===== src/pkg/opad_pkg.sv =====
package opad_pkg;

  // ==========================================================
  // address and digit limits
  localparam int unsigned SPEC_WORD_LO   = 236;
  localparam int unsigned SPEC_WORD_HI   = 299;
  localparam int unsigned BIT_NUM_MAX    = 15;
  localparam int unsigned BIT_TENS_MAX   = 1;
  localparam int unsigned BIT_UNITS_MAX  = 5;
  localparam int unsigned WORD_DIG_MIN   = 2;
  localparam int unsigned WORD_DIG_MAX   = 4;
  localparam int unsigned BIT_DIG_MIN    = 4;
  localparam int unsigned BIT_DIG_MAX    = 5;
  localparam int unsigned BCD_DIGIT_MAX  = 9;
  localparam int unsigned WORD_BITS      = 16;
  localparam int unsigned SIGN_BIT       = 15;
  localparam int unsigned DIGITS_PER_WD  = 4;
  localparam int unsigned ADDR_DIGITS    = 5;
  localparam int unsigned SIGNED16_MAX   = 32767;

  // ==========================================================
  // reset values
  localparam logic [15:0] WORD_RST       = 16'h0000;
  localparam logic [31:0] DWORD_RST      = 32'h0000_0000;

  // ==========================================================
  // types
  typedef enum logic [2:0] {
    PFX_NONE,
    PFX_HOLDING,
    PFX_DATA_MEM,
    PFX_AUX,
    PFX_LINK,
    PFX_TIMER_COUNTER
  } opad_prefix_e;

  typedef enum logic [2:0] {
    internal_relay_region,
    special_relay_region,
    holding_relay_region,
    data_memory_region,
    aux_relay_region,
    link_relay_region,
    timer_counter_number
  } opad_region_e;

  typedef struct packed {
    opad_prefix_e    prefix;
    logic [4:0][3:0] digits;
    logic [2:0]      ndig;
    logic            bit_access;
  } opad_oper_s;

  typedef struct packed {
    logic [15:0] entry;
    logic        entry_dec;
    logic [15:0] word_lo;
    logic [15:0] word_hi;
    logic        as_bcd;
    logic        two_word;
    logic        is_signed;
    logic        is_timer;
  } opad_data_s;

  typedef struct packed {
    opad_region_e region;
    logic [13:0]  word_addr;
    logic [3:0]   bit_num;
    logic         is_bit;
    logic         present_value;
    logic         count_err;
    logic         digit_err;
    logic         bitnum_err;
    logic         dmem_bit_err;
    logic [3:0]   bcd_bad;
    logic [15:0]  store_word;
    logic [31:0]  value32;
    logic         negative;
    logic [3:0]   timer_tenths;
    logic [11:0]  timer_whole;
  } opad_res_s;

endpackage


===== src/opad_decoder.sv =====
`timescale 1ns/10ps

// Behaviour
// - every relay, holding, data memory and link word is 16 bits, bit 00 to 15.
// - operand without prefix goes to internal or special relay by address alone.
// - data memory is word only; a bit select there is rejected.
// - relay regions allow word or bit access as the instruction asks.
// - bit operand splits into word and bit number 00..15, tens 0/1, units <=5 when tens is 1.
// - word address has 2..4 digits; bit operand has 4..5 digits.
// - timer/counter number gives present value word or completion flag bit.
// - decimal entry stored as BCD, hex entry stored as plain binary.
// - word holds four nibble digits, digit 0 rightmost, digit 3 leftmost.
// - nibble above 9 is invalid as BCD but legal as hexadecimal.
// - only timer values carry a decimal point, rightmost digit being tenths.
// - arithmetic path is integer only, no fractional scaling.
// - unsigned word 0..65535, two words 0..4294967295, never negative.
// - signed word uses bit 15 as sign, range -32768..32767.
// - signed two-word value is two's complement over 32 bits.
// - values 0..32767 have the same pattern signed or unsigned.
module opad_decoder
  import opad_pkg::*;
(
  // clock and reset
  input  wire logic       clock,
  input  wire logic       rst,
  // request from execution logic
  input  wire logic       op_valid,
  input  wire opad_oper_s op,
  input  wire opad_data_s dat,
  // answer, one cycle after the request
  output logic            res_valid,
  output opad_res_s       res,
  output logic            err_pulse
);

  // ==========================================================
  // address digit checks
  logic [ADDR_DIGITS-1:0] adig_bad;
  logic [3:0]             wdig_bad;

  genvar gi;
  generate
    for (gi = 0; gi < ADDR_DIGITS; gi = gi + 1) begin : g_adig
      opad_nibble_chk u_chk (
        .nib       (op.digits[gi]),
        .over_nine (adig_bad[gi])
      );
    end
    // digit 0 is bits 3:0, digit 3 is bits 15:12
    for (gi = 0; gi < DIGITS_PER_WD; gi = gi + 1) begin : g_wdig
      opad_nibble_chk u_chk (
        .nib       (dat.word_lo[gi*4 +: 4]),
        .over_nine (wdig_bad[gi])
      );
    end
  endgenerate

  // ==========================================================
  // operand split
  wire        is_tmcnt   = (op.prefix == PFX_TIMER_COUNTER);
  wire        is_dmem    = (op.prefix == PFX_DATA_MEM);
  // timer/counter bit access does not split digits
  wire        split_bit  = op.bit_access && !is_tmcnt && !is_dmem;
  wire [3:0]  bit_units  = op.digits[0];
  wire [3:0]  bit_tens   = op.digits[1];
  wire [3:0]  wd0        = split_bit ? op.digits[2] : op.digits[0];
  wire [3:0]  wd1        = split_bit ? op.digits[3] : op.digits[1];
  wire [3:0]  wd2        = split_bit ? op.digits[4] : op.digits[2];
  wire [3:0]  wd3        = split_bit ? 4'h0 : op.digits[3];
  wire [13:0] word_bin   = 14'(wd3 * 1000) + 14'(wd2 * 100) + 14'(wd1 * 10) + 14'(wd0);
  wire [3:0]  bit_bin    = 4'(bit_tens * 10) + bit_units;

  // range check on the two decimal bit digits
  wire        bitnum_bad = split_bit &&
                           ((bit_tens > 4'(BIT_TENS_MAX)) ||
                            ((bit_tens == 4'(BIT_TENS_MAX)) && (bit_units > 4'(BIT_UNITS_MAX))));
  wire        dmem_bit_bad = is_dmem && op.bit_access;
  wire        split_cnt  = op.bit_access && !is_tmcnt;
  wire        count_bad  = split_cnt ?
                           ((op.ndig < 3'(BIT_DIG_MIN)) || (op.ndig > 3'(BIT_DIG_MAX))) :
                           ((op.ndig < 3'(WORD_DIG_MIN)) || (op.ndig > 3'(WORD_DIG_MAX)));
  wire        digit_bad  = |adig_bad;

  // ==========================================================
  // region decode
  // unprefixed addresses run consecutively, so a range compare suffices
  wire        in_special = (word_bin >= 14'(SPEC_WORD_LO)) && (word_bin <= 14'(SPEC_WORD_HI));
  opad_region_e region_sel;
  always_comb begin
    case (op.prefix)
      PFX_NONE:          region_sel = in_special ? special_relay_region : internal_relay_region;
      PFX_HOLDING:       region_sel = holding_relay_region;
      PFX_DATA_MEM:      region_sel = data_memory_region;
      PFX_AUX:           region_sel = aux_relay_region;
      PFX_LINK:          region_sel = link_relay_region;
      default:           region_sel = timer_counter_number;
    endcase
  end

  // ==========================================================
  // word data formats
  // decimal entry packed into four BCD nibbles, hex passes untouched
  wire [13:0] ent        = dat.entry[13:0];
  wire [15:0] bcd_form   = {4'((ent / 1000) % 10), 4'((ent / 100) % 10),
                            4'((ent / 10) % 10), 4'(ent % 10)};
  wire [15:0] store_sel  = dat.entry_dec ? bcd_form : dat.entry;
  // nibbles above nine only count against BCD use
  wire [3:0]  bcd_bad    = dat.as_bcd ? wdig_bad : 4'h0;
  wire [31:0] v_two      = {dat.word_hi, dat.word_lo};
  wire [31:0] v_sext     = {{WORD_BITS{dat.word_lo[SIGN_BIT]}}, dat.word_lo};
  wire [31:0] v_zext     = {16'h0000, dat.word_lo};
  wire [31:0] value_sel  = dat.two_word ? v_two : (dat.is_signed ? v_sext : v_zext);
  // sign bit only matters in signed reading
  wire        neg_sel    = dat.is_signed && value_sel[31];
  // timer words split off the tenths digit; no scaling is applied here
  wire [3:0]  tenths_sel = dat.is_timer ? dat.word_lo[3:0] : 4'h0;
  wire [11:0] whole_sel  = dat.is_timer ? dat.word_lo[15:4] : 12'h000;

  wire        any_err    = bitnum_bad || dmem_bit_bad || count_bad || digit_bad || (|bcd_bad);

  // ==========================================================
  // answer registers
  opad_res_s res_next;
  always_comb begin
    res_next               = res;
    res_next.region        = region_sel;
    res_next.word_addr     = word_bin;
    res_next.bit_num       = split_bit ? bit_bin : 4'h0;
    // bit access kept except in data memory or when the bit number is out of range
    res_next.is_bit        = op.bit_access && !is_dmem && !bitnum_bad;
    res_next.present_value = is_tmcnt && !op.bit_access;
    res_next.count_err     = count_bad;
    res_next.digit_err     = digit_bad;
    res_next.bitnum_err    = bitnum_bad;
    res_next.dmem_bit_err  = dmem_bit_bad;
    res_next.bcd_bad       = bcd_bad;
    res_next.store_word    = store_sel;
    res_next.value32       = value_sel;
    res_next.negative      = neg_sel;
    res_next.timer_tenths  = tenths_sel;
    res_next.timer_whole   = whole_sel;
  end

  always_ff @(posedge clock or posedge rst) begin
    if (rst) begin
      res_valid <= 1'b0;
      err_pulse <= 1'b0;
      res       <= '0;
    end else begin
      res_valid <= op_valid;
      // one pulse per faulty request, not held
      err_pulse <= op_valid && any_err;
      if (op_valid) begin
        res <= res_next;
      end
    end
  end

  // ==========================================================
  // checks
  // helper copies of the request format, so checks on res_valid see what was asked
  logic dat_sig_q;
  logic dat_two_q;
  always_ff @(posedge clock or posedge rst) begin
    if (rst) begin
      dat_sig_q <= 1'b0;
      dat_two_q <= 1'b0;
    end else if (op_valid) begin
      dat_sig_q <= dat.is_signed;
      dat_two_q <= dat.two_word;
    end
  end
endmodule


===== src/opad_nibble_chk.sv =====
`timescale 1ns/10ps

// flags a nibble that cannot stand as one decimal digit
module opad_nibble_chk
  import opad_pkg::*;
(
  // nibble in
  input  wire logic [3:0] nib,
  // verdict
  output wire logic       over_nine
);

  assign over_nine = (nib > 4'(BCD_DIGIT_MAX));

endmodule


===== config.mk =====
export PLATFORM = sky130hd
export DESIGN_NAME = opad_decoder
export DESIGN_NICKNAME = d
export VERILOG_FILES = /design/src/pkg/opad_pkg.sv /design/src/opad_decoder.sv /design/src/opad_nibble_chk.sv
export SDC_FILE = /design/constraint.sdc
export NUM_CORES = 1
export LEC_CHECK = 0
export ABC_AREA = 1
export CORE_MARGIN = 5
export CORE_UTILIZATION = 65
export DETAILED_ROUTE_END_ITERATION = 12
export DONT_BUFFER_PORTS = 1
export PLACE_DENSITY = 0.84
export SKIP_LAST_GASP = 1
export SYNTH_ARGS = -nofsm -noshare
export SYNTH_HDL_FRONTEND = slang
export SYNTH_SLANG_ARGS = --single-unit

===== constraint.sdc =====
create_clock -name clock -period 4.5 [get_ports clock]
set_input_delay 0.9 -clock clock [delete_from_list [all_inputs] [get_ports clock]]
set_output_delay 0.9 -clock clock [all_outputs]
set_load 0.01 [all_outputs]

==> results_dict.tcl, run 1 <==
set metrics [dict create \
    status "did not finish" \
    haltStage "5_1_grt" \
    error_line "[ERROR GRT-0116] Global routing finished with congestion. Check the congestion regions in the DRC Viewer." \
    synth_top_area_share_pct 21.2 \
    grt_remaining_overflow 5 \
    grtUsageTotal_pct 72.0 \
    die_w_um 143 \
    numCtsBuffers 9 \
    synth_largest_area_cell "dfrtp_1" \
    dp_hpwl_mm 29.8 \
    synth_nets 1987 \
    cts-root-buf "clkbuf_16" \
    synth_edf_count 0 \
    start_util_pct 66.6 \
    htreeDepth 3 \
    yosys_warnings 0 \
    grt_first_pass_wirelength_mm 114 \
    boundaryPins 181 \
    synth_flop_cell "dfrtp_1" \
    netlist_area_um2 11600 \
    io_buffers 0 \
    synthArstFlopShare_pct 100 \
    preCtsSetupSlack_ns -2.61 \
    cts_hold_buf 0 \
    synthCells 1823 \
    row_count 48 \
    yosysSeqAreaShare_pct 21.2 \
    cts.sinks 98 \
    placed_cell_area_um2 15000 \
    fp.dieH_um 143 \
    synth.distinct_cells 55 \
    synth_seq_cells 98 \
    grt_pass1_vias 20500 \
    syn-mean-instance-area_um2 6.34 \
    clk_path_buf_depth 2 \
    grt_start_max_net_pins 87 \
    synthTopCellsByArea "dfrtp_1 (21%), nand2_1 (18%), inv_1 (8.1%), ha_1 (6.8%), nand3_1 (6.7%)" \
    place.gp.congestion 0.984 \
]
## timing repair
| action | CTS |
|---|---|
| buffers inserted | 92 |
| setup endpoints to repair | 22 |
| gates resized for setup | 134 |
| gates cloned | 2 |
| pin swaps | 128 |
## cell families after synthesis
| logic type | count (synthesis) | share of synthesized area (%) |
|---|---|---|
| xor gates and xnor gates | 61 | 4.69 |
| and+or+nand+nor | 1021 | 41.5 |
| DFF | 98 | 21.2 |
| adders and majority gates | 81 | 9.94 |
| AOI/OAI and AO/OA | 242 | 11.7 |
| buffers and inverters | 320 | 10.9 |
## metrics by stage
step	setup TNS [ns]	cells	hold slack [ns]	utilization [%]
floorplan	-23.37	1823	0.509	-
global placement	-26.96	2360	0.526	86.6
detailed placement	-32.83	2360	0.533	86.6
CTS	-23.39	2468	0.552	95.3
## synthesized netlist by cell type, types with 23 or more instances
library cell,instances
xnor2_1,24
dfrtp_1,98
o21ai_0,94
nand2_2,34
nand2_1,559
nand4_1,52
inv_2,23
xor2_1,36
inv_1,250
nor2_1,125
a21oi_1,93
nand3_1,155
ha_1,63
clkbuf_1,24
## layer usage
layer | overflow | global-route usage, %
met1 | 0 | 70.9
met2 | 1 | 90.4
met3 | 0 | 55.3
met4 | 4 | 74.2
met5 | 0 | 15.8
==> run 2, diff against run 1 <==
--- a/config.mk
+++ b/config.mk
@@ -7,10 +7,10 @@
 export LEC_CHECK = 0
 export ABC_AREA = 1
 export CORE_MARGIN = 5
-export CORE_UTILIZATION = 65
+export CORE_UTILIZATION = 40
 export DETAILED_ROUTE_END_ITERATION = 12
 export DONT_BUFFER_PORTS = 1
-export PLACE_DENSITY = 0.84
+export PLACE_DENSITY_LB_ADDON = 0.15
 export SKIP_LAST_GASP = 1
 export SYNTH_ARGS = -nofsm -noshare
 export SYNTH_HDL_FRONTEND = slang
==> run 2 against run 1 <==
The flow now finishes, with violations (negative setup slack). Synthesized cell count is the same. Synthesized area unchanged.
==> results_dict.tcl, run 2 <==
set metrics [dict create \
    synth_most_common_cell "nand2_1" \
    antenna_found_initial 1 \
    max_freq_ghz 0.149 \
    timing.final.crit_period_ns 6.70 \
    antennaDiodeCount 0 \
    synthAdderAreaFrac_pct 9.94 \
    hold_path_class "flop to flop" \
    p_per_area_nw_per_um2 660 \
    synthXorXnorAreaFrac_pct 4.69 \
    r2r_end "res[61]" \
    fin_skew_ns 0 \
    cp_slowest_cell "nand4_4" \
    status "finished, violations left" \
    vdd_drop_max_uv 513 \
    drc 0 \
    wire_per_inst_um 14.2 \
    post-place-cells 2533 \
    place.gp.congestion 0.855 \
    vias 13300 \
    synthCells 1823 \
    violations "negative setup slack" \
    start_util_pct 40.4 \
    dp_hpwl_mm 28.2 \
    relSlewSlack_pct 42.4 \
    grtUsageTotal_pct 21.5 \
    reg2reg_depth 2 \
    worstReg2RegStart "res[61]" \
    grt_remaining_overflow 0 \
    layout_common_cells "nand2_1 (450), buf_4 (426), inv_1 (209), nand3_1 (114), dfrtp_1 (98)" \
    worstSetupEndpointType "flop" \
    drt-initial-drc-count 666 \
    synth.mux.area_fraction_pct 0 \
    synth_common_cells "nand2_1 (559), inv_1 (250), nand3_1 (155)" \
    synth_nets 1987 \
    boundaryPins 181 \
    arrival_ns 6.95 \
    regMostFlops "res" \
    vias_per_cell 5.00 \
    routed_wl_mm 37.7 \
    io_buffers 0 \
    setup_viol 18 \
    synth_top_area_share_pct 21.2 \
    grt_start_max_net_pins 70 \
    synth.distinct_cells 55 \
    syn-mean-instance-area_um2 6.34 \
    grt_first_pass_wirelength_mm 60.4 \
    synth_largest_area_cell "dfrtp_1" \
    cts_hold_buf 0 \
    rsz0062_at_grt "true" \
    synth_seq_cells 98 \
    timing.final.crit_share_pct 149 \
    netlist_area_um2 11600 \
    htreeDepth 3 \
    largest_register_ffs 96 \
    holdPathStages 2 \
    clk_path_buf_depth 2 \
    yosysSeqAreaShare_pct 21.2 \
    finalSetupTns_ns -22.87 \
    preCtsSetupSlack_ns -2.47 \
    fp.dieH_um 180 \
    final_common_cell "nand2_1" \
    reg.largest.list "res: 96 flops, err_pulse: 1 flops, res_valid: 1 flops" \
    cp_top_family "simple AND/OR/NAND/NOR gates" \
    drive_above_1_share_pct 41.9 \
    total_power_w 0.0118 \
    setup_slack_ns -2.20 \
    die_area_um2 32400 \
    maxCapViolations 0 \
    synth_flop_cell "dfrtp_1" \
    ant_nets 0 \
    synth_edf_count 0 \
    worst_setup_path_start_kind "input pin" \
    synthArstFlopShare_pct 100 \
    hold_viol 0 \
    area_growth_pct 54.4 \
    critPathMaxFanout 8 \
    worstPathRequired_ns 4.75 \
    max_stage_delay_ns 0.25 \
    die_w_um 180 \
    grt_pass1_vias 12800 \
    synth-compound-area-share_pct 11.7 \
    synthTopCellsByArea "dfrtp_1 (21%), nand2_1 (18%), inv_1 (8.1%), ha_1 (6.8%), nand3_1 (6.7%)" \
    synth_top_family_by_area "simple AND/OR/NAND/NOR gates" \
    finalNetCount 2432 \
    clk_latency_ns 0.36 \
    worstMarginPinSlew_ns 0.864 \
    core_region_area_um2 28600 \
    cts-root-buf "clkbuf_16" \
    final_max_slew_viol_count 0 \
    cts.sinks 98 \
    fin_cells 2657 \
    p_leak_nw 9.25 \
    row_count 62 \
    cts_tree "done" \
    numCtsBuffers 9 \
    whs_endpoint "res[17]" \
    crit_type "input pin to flop" \
    dr.pass1.iters 5 \
    reg2reg_slack_ns 3.68 \
    yosys.area_share.simple_pct 41.5 \
    yosys_warnings 0 \
    cp_num_buf_inv 3 \
    worstHoldStart "res[17]" \
    cts.clk_slew.worst_paths_ns 0.07 \
]
-- run 2: layer usage --
metal / wire, um / track usage (%)
met4: 781 / 4.33
met2: 19100 / 38.6
met1: 16100 / 27.7
met3: 1630 / 3.21
met5: 13 / 0
-- run 2: area by class of cell --
cell class,instances,area (um^2)
flip-flops and latches,98,2450
repair buffers,473,3780
well taps,384,480
clock inverters,7,76.3
clock buffers,9,225
fillers,2556,10800
multi-input cells,1407,9710
inverters,279,1120
-- run 2: where the power goes --
| group | switching (W) | internal, W |
|---|---|---|
| clock network | 0.000397 | 0.000399 |
| logic | 0.00504 | 0.00473 |
| registers | 0.000190 | 0.00103 |
| total | 0.00563 | 0.00615 |
-- run 2: how the worst max path moves through the flow --
| stage | cells past startpoint | from | slack (ns) | to |
|---|---|---|---|---|
| finish | 49 | dat[48] | -2.20 | res[50] |
| global route | 51 | dat[48] | -2.74 | res[50] |
| CTS | 53 | dat[48] | -2.04 | res[50] |
| detailed placement | 55 | dat[48] | -2.47 | res[50] |
| global placement | 51 | dat[48] | -2.29 | res[50] |
| floorplan | 53 | dat[49] | -2.14 | res[50] |
-- run 2: what timing repair did --
item,4_1_cts,5_1_grt
resized for setup,94,263
cloned,1,2
pin swaps,70,145
endpoints found under the setup margin,19,24
setup buffers,58,52
-- run 2: logic make-up (layout without fill, tap and decap cells) --
logic type | count (synthesis) | after routing
adder cells (fa/ha/maj) | 81 | 81
flip-flops | 98 | 98
XOR/XNOR | 61 | 61
AND/OR/NAND/NOR | 1021 | 1023
buffers and inverters | 320 | 768
AO/OA/AOI/OAI | 242 | 242
-- run 2: worst min-delay path, cell delays in order, from the launching register on --
cell     delay, ns
dfrtp_1       0.40
nand2_1       0.07
nand2_1       0.05
-- run 2: per-stage QoR --
stage	utilization [%]	cell area, um^2	hold slack [ns]
2_1_floorplan	-	12300	0.509
3_3_place_gp	53.6	15400	0.527
3_5_place_dp	53.6	15400	0.531
4_1_cts	57.5	16500	0.550
5_1_grt	62.3	17800	0.553
6_report	62.3	17800	0.543
No activity file was read; power rests on OpenSTA's default activity.
==> run 3, diff against run 2 <==
--- a/config.mk
+++ b/config.mk
@@ -10,6 +10,7 @@
 export CORE_UTILIZATION = 40
 export DETAILED_ROUTE_END_ITERATION = 12
 export DONT_BUFFER_PORTS = 1
+export HOLD_SLACK_MARGIN = 0.02
 export PLACE_DENSITY_LB_ADDON = 0.15
 export SKIP_LAST_GASP = 1
 export SYNTH_ARGS = -nofsm -noshare
==> constraint.sdc (replaced) <==
create_clock -name clock -period 4.5 [get_ports clock]
set_input_delay 0.45 -clock clock [delete_from_list [all_inputs] [get_ports clock]]
set_output_delay 0.45 -clock clock [all_outputs]
set_load 0.01 [all_outputs]
==> run 3 against run 2 <==
The flow still finishes with violations (negative setup slack). Power decreased by 6.9%. Sequential share of layout area increased by 0.59 points. Routed wire length decreased by 4.2%. Non-clock buffer count decreased by 32. Highest routed layer unchanged. Worst hold slack got worse by 0.39 ns. Core utilization decreased by 2.6 points. Critical path type unchanged. Maximum frequency increased by 6.7%. Sequential power about the same. Via count decreased by 1.9%. Largest power group unchanged. Register-to-register slack improved by 0.05 ns. Combinational power decreased by 8.3%. Setup slack improved by 0.42 ns.
==> results_dict.tcl, run 3 (synthesized netlist as in run 2, its figures left out) <==
set metrics [dict create \
    status "finished, violations left" \
    violations "negative setup slack" \
    start_util_pct 40.4 \
    regMostFlops "res" \
    largest_register_ffs 96 \
    final_common_cell "nand2_1" \
    grt_remaining_overflow 0 \
    preCtsSetupSlack_ns -2.04 \
    ant_nets 0 \
    antenna_found_initial 2 \
    vias 13000 \
    timing.final.crit_period_ns 6.28 \
    relSlewSlack_pct 35.5 \
    dr.pass1.iters 6 \
    area_growth_pct 48.0 \
    clk_latency_ns 0.35 \
    core_region_area_um2 28600 \
    cp_slowest_cell "nand4_4" \
    cts-root-buf "clkbuf_16" \
    htreeDepth 3 \
    finalNetCount 2401 \
    cts.sinks 98 \
    dp_hpwl_mm 28.1 \
    clk_path_buf_depth 2 \
    die_w_um 180 \
    wire_per_inst_um 13.7 \
    worstMarginPinSlew_ns 0.968 \
    final_max_slew_viol_count 0 \
    vdd_drop_max_uv 614 \
    place.gp.congestion 0.862 \
    drt-initial-drc-count 670 \
    drive_above_1_share_pct 38.1 \
    io_buffers 0 \
    worst_setup_path_start_kind "input pin" \
    max_freq_ghz 0.159 \
    maxCapViolations 0 \
    reg.largest.list "res: 96 flops, err_pulse: 1 flops, res_valid: 1 flops" \
    critPathMaxFanout 8 \
    hold_slack_ns 0.152 \
    fin_cells 2627 \
    reg2reg_slack_ns 3.73 \
    row_count 62 \
    numCtsBuffers 9 \
    post-place-cells 2517 \
    grt_pass1_vias 12800 \
    cts.clk_slew.worst_paths_ns 0.08 \
    drc 0 \
    fin_skew_ns 0 \
    n_fill_cell 2609 \
    grt_start_max_net_pins 78 \
    boundaryPins 181 \
    total_power_w 0.0110 \
    finalSetupTns_ns -16.21 \
    hold_path_class "input pin to flop" \
    grt_first_pass_wirelength_mm 60.2 \
    setup_slack_ns -1.78 \
    layout_common_cells "nand2_1 (470), buf_4 (421), inv_1 (218), nand3_1 (127), nor2_1 (101)" \
    regArea_um2 2450 \
    max_stage_delay_ns 0.26 \
    arrival_ns 6.52 \
    fp.dieH_um 180 \
    rsz0062_at_grt "true" \
    p_per_area_nw_per_um2 641 \
    p_leak_nw 8.98 \
    cts_tree "done" \
    die_area_um2 32400 \
    vias_per_cell 4.96 \
    timing.final.crit_share_pct 140 \
    setup_viol 14 \
    routed_wl_mm 36.1 \
    multi_input_area_um2 9360 \
    hold_viol 0 \
    grtUsageTotal_pct 21.5 \
    worstPathRequired_ns 4.74 \
    worstSetupEndpointType "flop" \
    crit_type "input pin to flop" \
]
[run 3: cell count changes in the layout (fill, tap and decap cells not counted), sizes merged]
cell	delta
buf	-32
nand3	+1
clkinv	+3
inv	-3
diode	+1
[run 3: cell type report]
cell class | instances | share of cell area (%)
clock inverter | 7 | 0.461
antenna | 1 | 0.0146
sequential | 98 | 14.3
timing repair buffer | 441 | 20.0
inverter | 279 | 6.36
tap | 384 | 2.81
clock buffer | 9 | 1.32
multi-input combinational | 1408 | 54.7
[run 3: power breakdown]
part	switching (W)	total [W]	internal, W
combinational	0.00466	0.00895	0.00429
sequential	0.000204	0.00123	0.00103
clock	0.000383	0.000778	0.000395
[run 3: final timing paths]
| kind | from | to | cells past startpoint |
|---|---|---|---|
| setup / recovery | dat[48] | res[55] | 48 |
| hold / removal | op_valid | res_valid | 0 |
| setup reg to reg | res[65] | res[65] | 2 |
| hold reg to reg | res[29] | res[29] | 2 |
| max in group asynchronous | rst | res[91] | 2 |
| min in group asynchronous | rst | res[7] | 1 |
[run 3: critical path: cells and delay by family]
kind	cells	cell delay (ns)
AO/OA/AOI/OAI	3	0.33
adder cells (fa/ha/maj)	1	0.21
XOR/XNOR	2	0.29
buffers and inverters	9	1.07
AND/OR/NAND/NOR	33	4.16
[run 3: metrics by stage]
stage	area (um^2)	utilization (%)
2_1_floorplan	12200	-
5_1_grt	17100	59.8
3_5_place_dp	15100	52.8
3_3_place_gp	15100	52.8
6_report	17100	59.8
4_1_cts	16300	57.1
[run 3: layer usage]
metal / wire, um / up-vias / GRT usage [%]
li1: - / 6704 / -
met5: 13 / - / 0
met2: 18200 / 248 / 38.3
met1: 15500 / 6004 / 27.0
met4: 1110 / 2 / 6.67
met3: 1300 / 71 / 2.97
[run 3: what timing repair did]
action | in CTS | in global routing
hold buffers | 0 | 0
setup buffers | 64 | 24
gates cloned | 2 | 3
resized for setup | 108 | 137
setup endpoints to repair | 14 | 20
pin swaps | 71 | 76
endpoints found under the hold margin | 0 | 0
